## config.mk

```make
export PLATFORM = sky130hd
export DESIGN_NAME = cdsar_encoder
export DESIGN_NICKNAME = d
export VERILOG_FILES = /design/src/hdl/cdsar_encoder.v /design/src/hdl/cdsar_settle.v
export VERILOG_INCLUDE_DIRS = /design/src /design/src/hdl
export SDC_FILE = /design/constraint.sdc
export NUM_CORES = 1
export LEC_CHECK = 0
export BUFFER_PORTS_ARGS = -buffer_cell sky130_fd_sc_hd__clkbuf_2
export CELL_PAD_IN_SITES_DETAIL_PLACEMENT = 2
export CELL_PAD_IN_SITES_GLOBAL_PLACEMENT = 2
export CORE_MARGIN = 1.5
export CORE_UTILIZATION = 38
export CTS_BUF_LIST = sky130_fd_sc_hd__clkbuf_8
export CTS_CLUSTER_SIZE = 25
export DETAILED_ROUTE_END_ITERATION = 10
export PLACE_DENSITY_LB_ADDON = 0.1
export RECOVER_POWER = 50
export SETUP_SLACK_MARGIN = 0.4
export SYNTH_ARGS = -nofsm -noshare
export SYNTH_HDL_FRONTEND = slang
export SYNTH_SLANG_ARGS = --single-unit
```

## constraint.sdc

```tcl
create_clock -name i_clk -period 2.37 [get_ports i_clk]
set_clock_uncertainty 0.15 [all_clocks]
set_input_delay 0.1185 -clock i_clk [delete_from_list [all_inputs] [get_ports i_clk]]
set_output_delay 0.1185 -clock i_clk [all_outputs]
set_load 0.05 [all_outputs]
```

## src/hdl/cdsar_map.vh

```
`ifndef CDSAR_MAP_VH
`define CDSAR_MAP_VH
// ****************************************
// Bit widths and positions
// ****************************************
`define CDSAR_WORD_W 8
`define CDSAR_SIGN_BIT 7
`define CDSAR_CHORD_HI 6
`define CDSAR_CHORD_LO 4
`define CDSAR_STEP_HI 3
`define CDSAR_STEP_LO 0
`define CDSAR_MAG_TOP 6
// ****************************************
// Values
// ****************************************
`define CDSAR_TRIAL_INIT 8'h7F
`define CDSAR_ZERO_WORD 8'h00
`define CDSAR_MODE_ENCODE 1'b1
`define CDSAR_MODE_DECODE 1'b0
`define CDSAR_CONV_CLOCKS 4'h9
`define CDSAR_SETTLE_CYCLES 4'h1
`define CDSAR_BIT_ONE 8'h01
`define CDSAR_CLOCK_ONE 4'h1
`endif

```

## src/hdl/cdsar_encoder.v

```verilog
`timescale 1ns/10ps
`include "cdsar_map.vh"
module cdsar_encoder #(
	parameter SETTLE = `CDSAR_SETTLE_CYCLES
) (
	input wire i_clk,
	input wire i_reset_n,
	input wire i_start,
	input wire i_comparator,
	input wire i_decode_mode,
	input wire [`CDSAR_WORD_W-1:0] i_decode_word,
	input wire i_decode_ext_bit,
	input wire i_decode_load,
	output wire o_busy,
	output wire o_conversion_done_flag,
	output wire [`CDSAR_WORD_W-1:0] o_result,
	output wire o_mode_select,
	output wire o_polarity_input,
	output wire [`CDSAR_MAG_TOP:0] o_magnitude_bits,
	output wire o_hold_sample
);
	// ****************************************
	// States
	// ****************************************
	// One-hot; WAIT returns to the state kept in after_reg
	localparam [4:0] ST_IDLE = 5'h01;
	localparam [4:0] ST_POL = 5'h02;
	localparam [4:0] ST_TRIAL = 5'h04;
	localparam [4:0] ST_DONE = 5'h08;
	localparam [4:0] ST_WAIT = 5'h10;

	// ****************************************
	// Registers and wires
	// ****************************************
	reg [4:0] state_reg, state_next;
	reg [`CDSAR_WORD_W-1:0] sar_reg, sar_next;
	reg [`CDSAR_WORD_W-1:0] trial_reg, trial_next;
	reg [`CDSAR_WORD_W-1:0] result_reg, result_next;
	reg mode_reg, mode_next;
	reg invert_reg, invert_next;
	reg done_reg, done_next;
	// Start clock, polarity cycle plus seven trials, up to nine
	reg [3:0] clocks_reg, clocks_next;
	reg settle_go;
	reg [4:0] after_reg, after_next;
	wire settled;
	wire corrected;
	wire [3:0] settle_cycles;
	wire [`CDSAR_MAG_TOP:0] trial_mag;
	wire [`CDSAR_MAG_TOP:0] trial_lower;
	genvar gi;

	// ****************************************
	// Settle timer
	// ****************************************
	// Cut to the timer width; longer waits need a wider timer
	assign settle_cycles = SETTLE[3:0];

	// Comparator settles on each new code before being sampled
	cdsar_settle #(
		.CNT_W(4)
	) u_settle (
		.i_clk(i_clk),
		.i_reset_n(i_reset_n),
		.i_start(settle_go),
		.i_cycles(settle_cycles),
		.o_done(settled)
	);

	// ****************************************
	// Polarity correction
	// ****************************************
	// Sign 0 marks a negative input, so later verdicts are flipped
	assign corrected = i_comparator ^ invert_reg;

	// ****************************************
	// Trial bits
	// ****************************************
	// Current trial bit takes the verdict, the bit below becomes the trial
	generate
		for (gi = 0; gi <= `CDSAR_MAG_TOP; gi = gi + 1) begin : g_mag
			assign trial_lower[gi] = trial_reg[gi + 1];
			assign trial_mag[gi] = trial_reg[gi] ? corrected : (trial_lower[gi] | sar_reg[gi]);
		end
	endgenerate

	// ****************************************
	// Sequencer
	// ****************************************
	always @* begin
		state_next = state_reg;
		sar_next = sar_reg;
		trial_next = trial_reg;
		result_next = result_reg;
		mode_next = mode_reg;
		invert_next = invert_reg;
		done_next = done_reg;
		clocks_next = clocks_reg;
		after_next = after_reg;
		settle_go = 1'b0;
		case (state_reg)
			ST_IDLE: begin
				// Start wins over load; loads while busy are dropped
				if (i_start) begin
					// Clock 1: top bit clear, others set, decode mode
					sar_next = `CDSAR_TRIAL_INIT;
					trial_next = `CDSAR_ZERO_WORD;
					mode_next = `CDSAR_MODE_DECODE;
					invert_next = 1'b0;
					done_next = 1'b0;
					clocks_next = `CDSAR_CLOCK_ONE;
					settle_go = 1'b1;
					after_next = ST_POL;
					state_next = ST_WAIT;
				end else if (i_decode_load) begin
					// Plain decoder use, mode pin as ninth bit while i_decode_mode is low
					sar_next = i_decode_word;
					mode_next = i_decode_mode ? `CDSAR_MODE_DECODE : i_decode_ext_bit;
				end
			end
			ST_WAIT: begin
				// Nothing moves while the converter output settles
				if (settled)
					state_next = after_reg;
			end
			ST_POL: begin
				// Clock 2: sign captured, encode mode back on
				sar_next[`CDSAR_SIGN_BIT] = corrected;
				invert_next = ~corrected;
				mode_next = `CDSAR_MODE_ENCODE;
				trial_next = `CDSAR_BIT_ONE << `CDSAR_MAG_TOP;
				sar_next[`CDSAR_MAG_TOP-1:0] = {`CDSAR_MAG_TOP{1'b0}};
				sar_next[`CDSAR_MAG_TOP] = 1'b1;
				clocks_next = clocks_reg + `CDSAR_CLOCK_ONE;
				settle_go = 1'b1;
				after_next = ST_TRIAL;
				state_next = ST_WAIT;
			end
			ST_TRIAL: begin
				// Trial bit kept when corrected comparator says input above
				sar_next = {sar_reg[`CDSAR_SIGN_BIT], trial_mag};
				trial_next = {1'b0, trial_lower};
				clocks_next = clocks_reg + `CDSAR_CLOCK_ONE;
				if (clocks_reg + `CDSAR_CLOCK_ONE == `CDSAR_CONV_CLOCKS) begin
					state_next = ST_DONE;
				end else begin
					settle_go = 1'b1;
					after_next = ST_TRIAL;
					state_next = ST_WAIT;
				end
			end
			ST_DONE: begin
				// Copied once, so the result never shows a half-done code
				result_next = sar_reg;
				done_next = 1'b1;
				state_next = ST_IDLE;
			end
			default: begin
				// Stray code falls back to idle
				state_next = ST_IDLE;
			end
		endcase
	end

	// ****************************************
	// Registers
	// ****************************************
	always @(posedge i_clk or negedge i_reset_n) begin
		if (!i_reset_n) begin
			// Converter left in decode mode, encode outputs dark
			state_reg <= ST_IDLE;
			sar_reg <= `CDSAR_ZERO_WORD;
			trial_reg <= `CDSAR_ZERO_WORD;
			result_reg <= `CDSAR_ZERO_WORD;
			mode_reg <= `CDSAR_MODE_DECODE;
			invert_reg <= 1'b0;
			done_reg <= 1'b0;
			clocks_reg <= 4'h0;
			after_reg <= ST_IDLE;
		end else begin
			state_reg <= state_next;
			sar_reg <= sar_next;
			trial_reg <= trial_next;
			result_reg <= result_next;
			mode_reg <= mode_next;
			invert_reg <= invert_next;
			done_reg <= done_next;
			clocks_reg <= clocks_next;
			after_reg <= after_next;
		end
	end

	// ****************************************
	// Outputs
	// ****************************************
	assign o_busy = (state_reg != ST_IDLE);
	// Input must not move while trials run, so hold spans busy
	assign o_hold_sample = o_busy;
	assign o_conversion_done_flag = done_reg;
	assign o_result = result_reg;
	assign o_mode_select = mode_reg;
	assign o_polarity_input = sar_reg[`CDSAR_SIGN_BIT];
	assign o_magnitude_bits = sar_reg[`CDSAR_MAG_TOP:0];
endmodule

```

## src/hdl/cdsar_settle.v

```verilog
`timescale 1ns/10ps
// ****************************************
// Settle timer: one-cycle strobe after a programmable wait
// ****************************************
module cdsar_settle #(
	parameter CNT_W = 4
) (
	input wire i_clk,
	input wire i_reset_n,
	input wire i_start,
	input wire [CNT_W-1:0] i_cycles,
	output wire o_done
);
	reg [CNT_W-1:0] cnt_reg;
	reg run_reg;
	reg done_reg;
	always @(posedge i_clk or negedge i_reset_n) begin
		if (!i_reset_n) begin
			cnt_reg <= {CNT_W{1'b0}};
			run_reg <= 1'b0;
			done_reg <= 1'b0;
		end else begin
			done_reg <= 1'b0;
			if (i_start) begin
				cnt_reg <= i_cycles;
				run_reg <= 1'b1;
			end else if (run_reg) begin
				if (cnt_reg <= {{(CNT_W-1){1'b0}}, 1'b1}) begin
					run_reg <= 1'b0;
					done_reg <= 1'b1;
				end else begin
					cnt_reg <= cnt_reg - {{(CNT_W-1){1'b0}}, 1'b1};
				end
			end
		end
	end
	assign o_done = done_reg;
endmodule

```

==> impl_results.md <==
- Worst EP arrival: 1.99 ns
- DR iter-0 viols: 100
- Die Area: 6227 µm²
- Initial Util: 0.3952
- GPL Wtd Cong: 0.8046
- Worst R2R Path Depth: 5
- Router iterations before antenna repair: 4
- Root Buffer Master: clkbuf_8
- # H-tree levels: 2
- Syn_nets: 219
- Die height: 78.91 µm
- Post-synthesis cell type count: 44
- Slew @ Worst Pin: a little over 1 ns
- Post-layout minimum cycle time: 1.946 ns
- CP max stage delay: around 0.47 ns
- Largest net degree at the start of global routing: 19
- WP data required: 2.41 ns
- WHS Path Cells: 3
- Vias: 1831
- Nets: 271
- Area Overhead vs Synth: 22.80%
- Crit path cell chain: nor3_4 -> buf_6 -> nand3b_2 -> mux2_2 -> a22o_1
- Clk Latency, worst-skew pair: 0.31 ns
- Post-Syn Area: between 2000 and 2500 µm²
- Rel. slew slack: 0.3265
- Mapped Avg Cell Area: approximately 11 µm²
- CP Capture Type: flip-flop
- # DRC: 0
- Clock Pin Slew Worst Setup and Hold Paths: roughly 0.08 ns
- Area contributors post-synth: dfrtp_1 48%, mux2_2 9.3%, a22o_1 3.6%
- M3 GR Usage: 0.04253
- Share of cells above drive strength 1: 0.3320
- Hold crit path type: input port to flip-flop
- CTS buffer count: 5
- I/O Buffers: 34
- Critical path type: flip-flop to flip-flop
- Ys Warns: 0
- Post-synth EDFFs: 0
- N_diodes: 0
- Final ANT Viol Nets: 0
- Core area: 5540 µm²
- Mapped Cells: 200
- Ports: 35
- RSZ-0062 raised after global routing: false
- GR Util met1: 0.2711
- TNS Setup: 0 ns
- DR WL/cell: around 20 µm
- FF+latch count, synth: 44
- P per Cell Area: around 1100 nW/µm²
- Non-filler cells, final: 325
- Post-Place Cells: 306
- Outcome: finished clean
- Register area share after synthesis: 0.5040
- Die width: 78.91 µm
- Leakage: around 1.3 nW
- CP Launch Type: flip-flop
- Std-Cell Rows: 27
- Pins Over Slew Limit: 0
- Global-route wire length before repair: 10.45 mm
- # Max-Cap Violations: 0
- Yosys top cell area share: 0.4800
- GR Layer Usage met2: 0.3966
- Gr usage total: 0.2194
- Slowest-stage cell, CP: dfrtp_2
- # setup viols final: 0
- Yosys top cell by area: dfrtp_1
- Tcrit/Tclk final: 0.8211
- Synth async-reset ratio: 1.000
- Peak VDD IR: 562.9 µV
- CTS tree: yes
- Final hold vios: 0
- Synth Flop Type: dfrtp_1
- FMAX: 0.5139 GHz
- Vias per cell: 5.634
- Max Buffers Root-to-Sink: 2
- Critical Path Fanout Max: 6
- Gr busiest metal: met2
- Total congestion overflow: 0
- Antenna violations before repair: 0
- Number of global-route vias before repair: 2011
- Placed wire-length estimate: 4.426 mm
- Total wire length: 6.684 mm
- CTS Sinks: 44
-- stage by stage --
stage | power (mW) | util | instance area [µm²] | hold WS, ns | setup WS (ns)
finish | 2.848 | 0.4853 | 2689 | 0.04185 | 0.4240
global route | 2.991 | 0.4853 | 2689 | 0.06515 | 0.3581
CTS | 2.775 | 0.4738 | 2625 | 0.04148 | 0.3963
detailed placement | 2.125 | 0.4456 | 2469 | -0.05171 | 0.3419
global placement | 2.069 | 0.4456 | 2469 | -0.05821 | 0.4145
floorplan | 1.836 | - | 2195 | -0.3271 | 0.4553
-- worst max-delay path, delay by kind of cell (launching register included) --
kind,cells,cell delay (ns)
compound gates,1,0.24
flops,1,0.47
buf+inv,1,0.15
mux,1,0.31
simple gates,2,0.51
-- final cells by class --
type	instances	area, µm²
multi-input combinational	144	1064
fill	595	2851
clock inverter	3	42.54
sequential	44	1111
tap	72	90.09
clock buffer	5	68.82
inverter	5	18.77
timing repair buffer	52	294.0
-- layout by cell type, fill, tap and decap left out, types with 2 or more instances in the layout --
cell type      netlist  final
a21oi_1             11     11
a22o_1               9      9
and2_1               3      3
and3_1               7      7
buf_4                2     13
clkbuf_1             1     12
clkbuf_2             0     24
clkbuf_8             0      5
dfrtp_1             42     36
dfrtp_2              0      6
dfstp_2              2      2
dlygate4sd3_1        0      2
ha_1                 4      3
inv_1                5      5
mux2_2              18     18
mux2i_1              2      2
nand2_1             11     11
nand2b_1             2      2
nand3_1              8      7
nor2_1              16     16
nor3_1              13     13
o211ai_1             2      2
o21ai_0              4      3
o21ai_1              1      2
o2bb2ai_1            6      6
xnor2_1              3      3
xor2_1               3      3
-- Yosys cell counts (2+ instances only) --
cell       instances
nor4_2             2
a21oi_1           11
mux2_2            18
xor2_1             3
nor3_1            13
and2_1             3
dfrtp_1           42
a22o_1             9
nor2_1            16
dfstp_2            2
o2bb2ai_1          6
o211ai_1           2
and3_1             7
nand3_1            8
ha_1               4
nand2_1           11
nand2b_1           2
buf_2              4
buf_4              2
xnor2_1            3
inv_1              5
mux2i_1            2
o21ai_0            4
-- timing repair --
action | 4_1_cts | 5_1_grt
hold endpoints to repair | 17 | 0
pin swaps | 1 | 3
setup buffers | 3 | 6
hold buffers | 2 | 0
cloned | 0 | 0
endpoints found under the setup margin | 7 | 30
resized for setup | 1 | 14
-- power breakdown --
part | switching [mW] | internal (mW)
Combinational | 0.792 | 0.407
Sequential | 0.166 | 0.890
Clock | 0.280 | 0.312
Total | 1.24 | 1.61
-- kinds of logic (layout without fill, tap and decap cells) --
family	after synthesis	in the layout	synth area share
buffers and inverters	12	65	0.02628
and+or+nand+nor	69	69	0.1680
adders and majority gates	4	4	0.02286
DFF	44	44	0.5040
AOI/OAI and AO/OA	44	44	0.1480
xor gates and xnor gates	6	6	0.02400
muxes	21	21	0.1069
-- path summary, 6_finish.rpt --
path / start / end / slack [ns]
max: state_reg[2] / invert_reg / 0.42
min: i_comparator / invert_reg / 0.04
max reg2reg: state_reg[2] / invert_reg / 0.42
min reg2reg: o_conversion_done_flag / o_conversion_done_flag / 0.35
max in group asynchronous: i_reset_n / clocks_reg[1] / 0.64
min in group asynchronous: i_reset_n / u_settle.cnt_reg[2] / 0.35
-- per-layer routing --
| layer | wire length [µm] | part of all wire |
|---|---|---|
| met5 | 0 | 0 |
| met4 | 48 | 0.0072 |
| met3 | 192 | 0.029 |
| met2 | 3601 | 0.54 |
| met1 | 2841 | 0.43 |
Power figures use the tool's default switching activity.
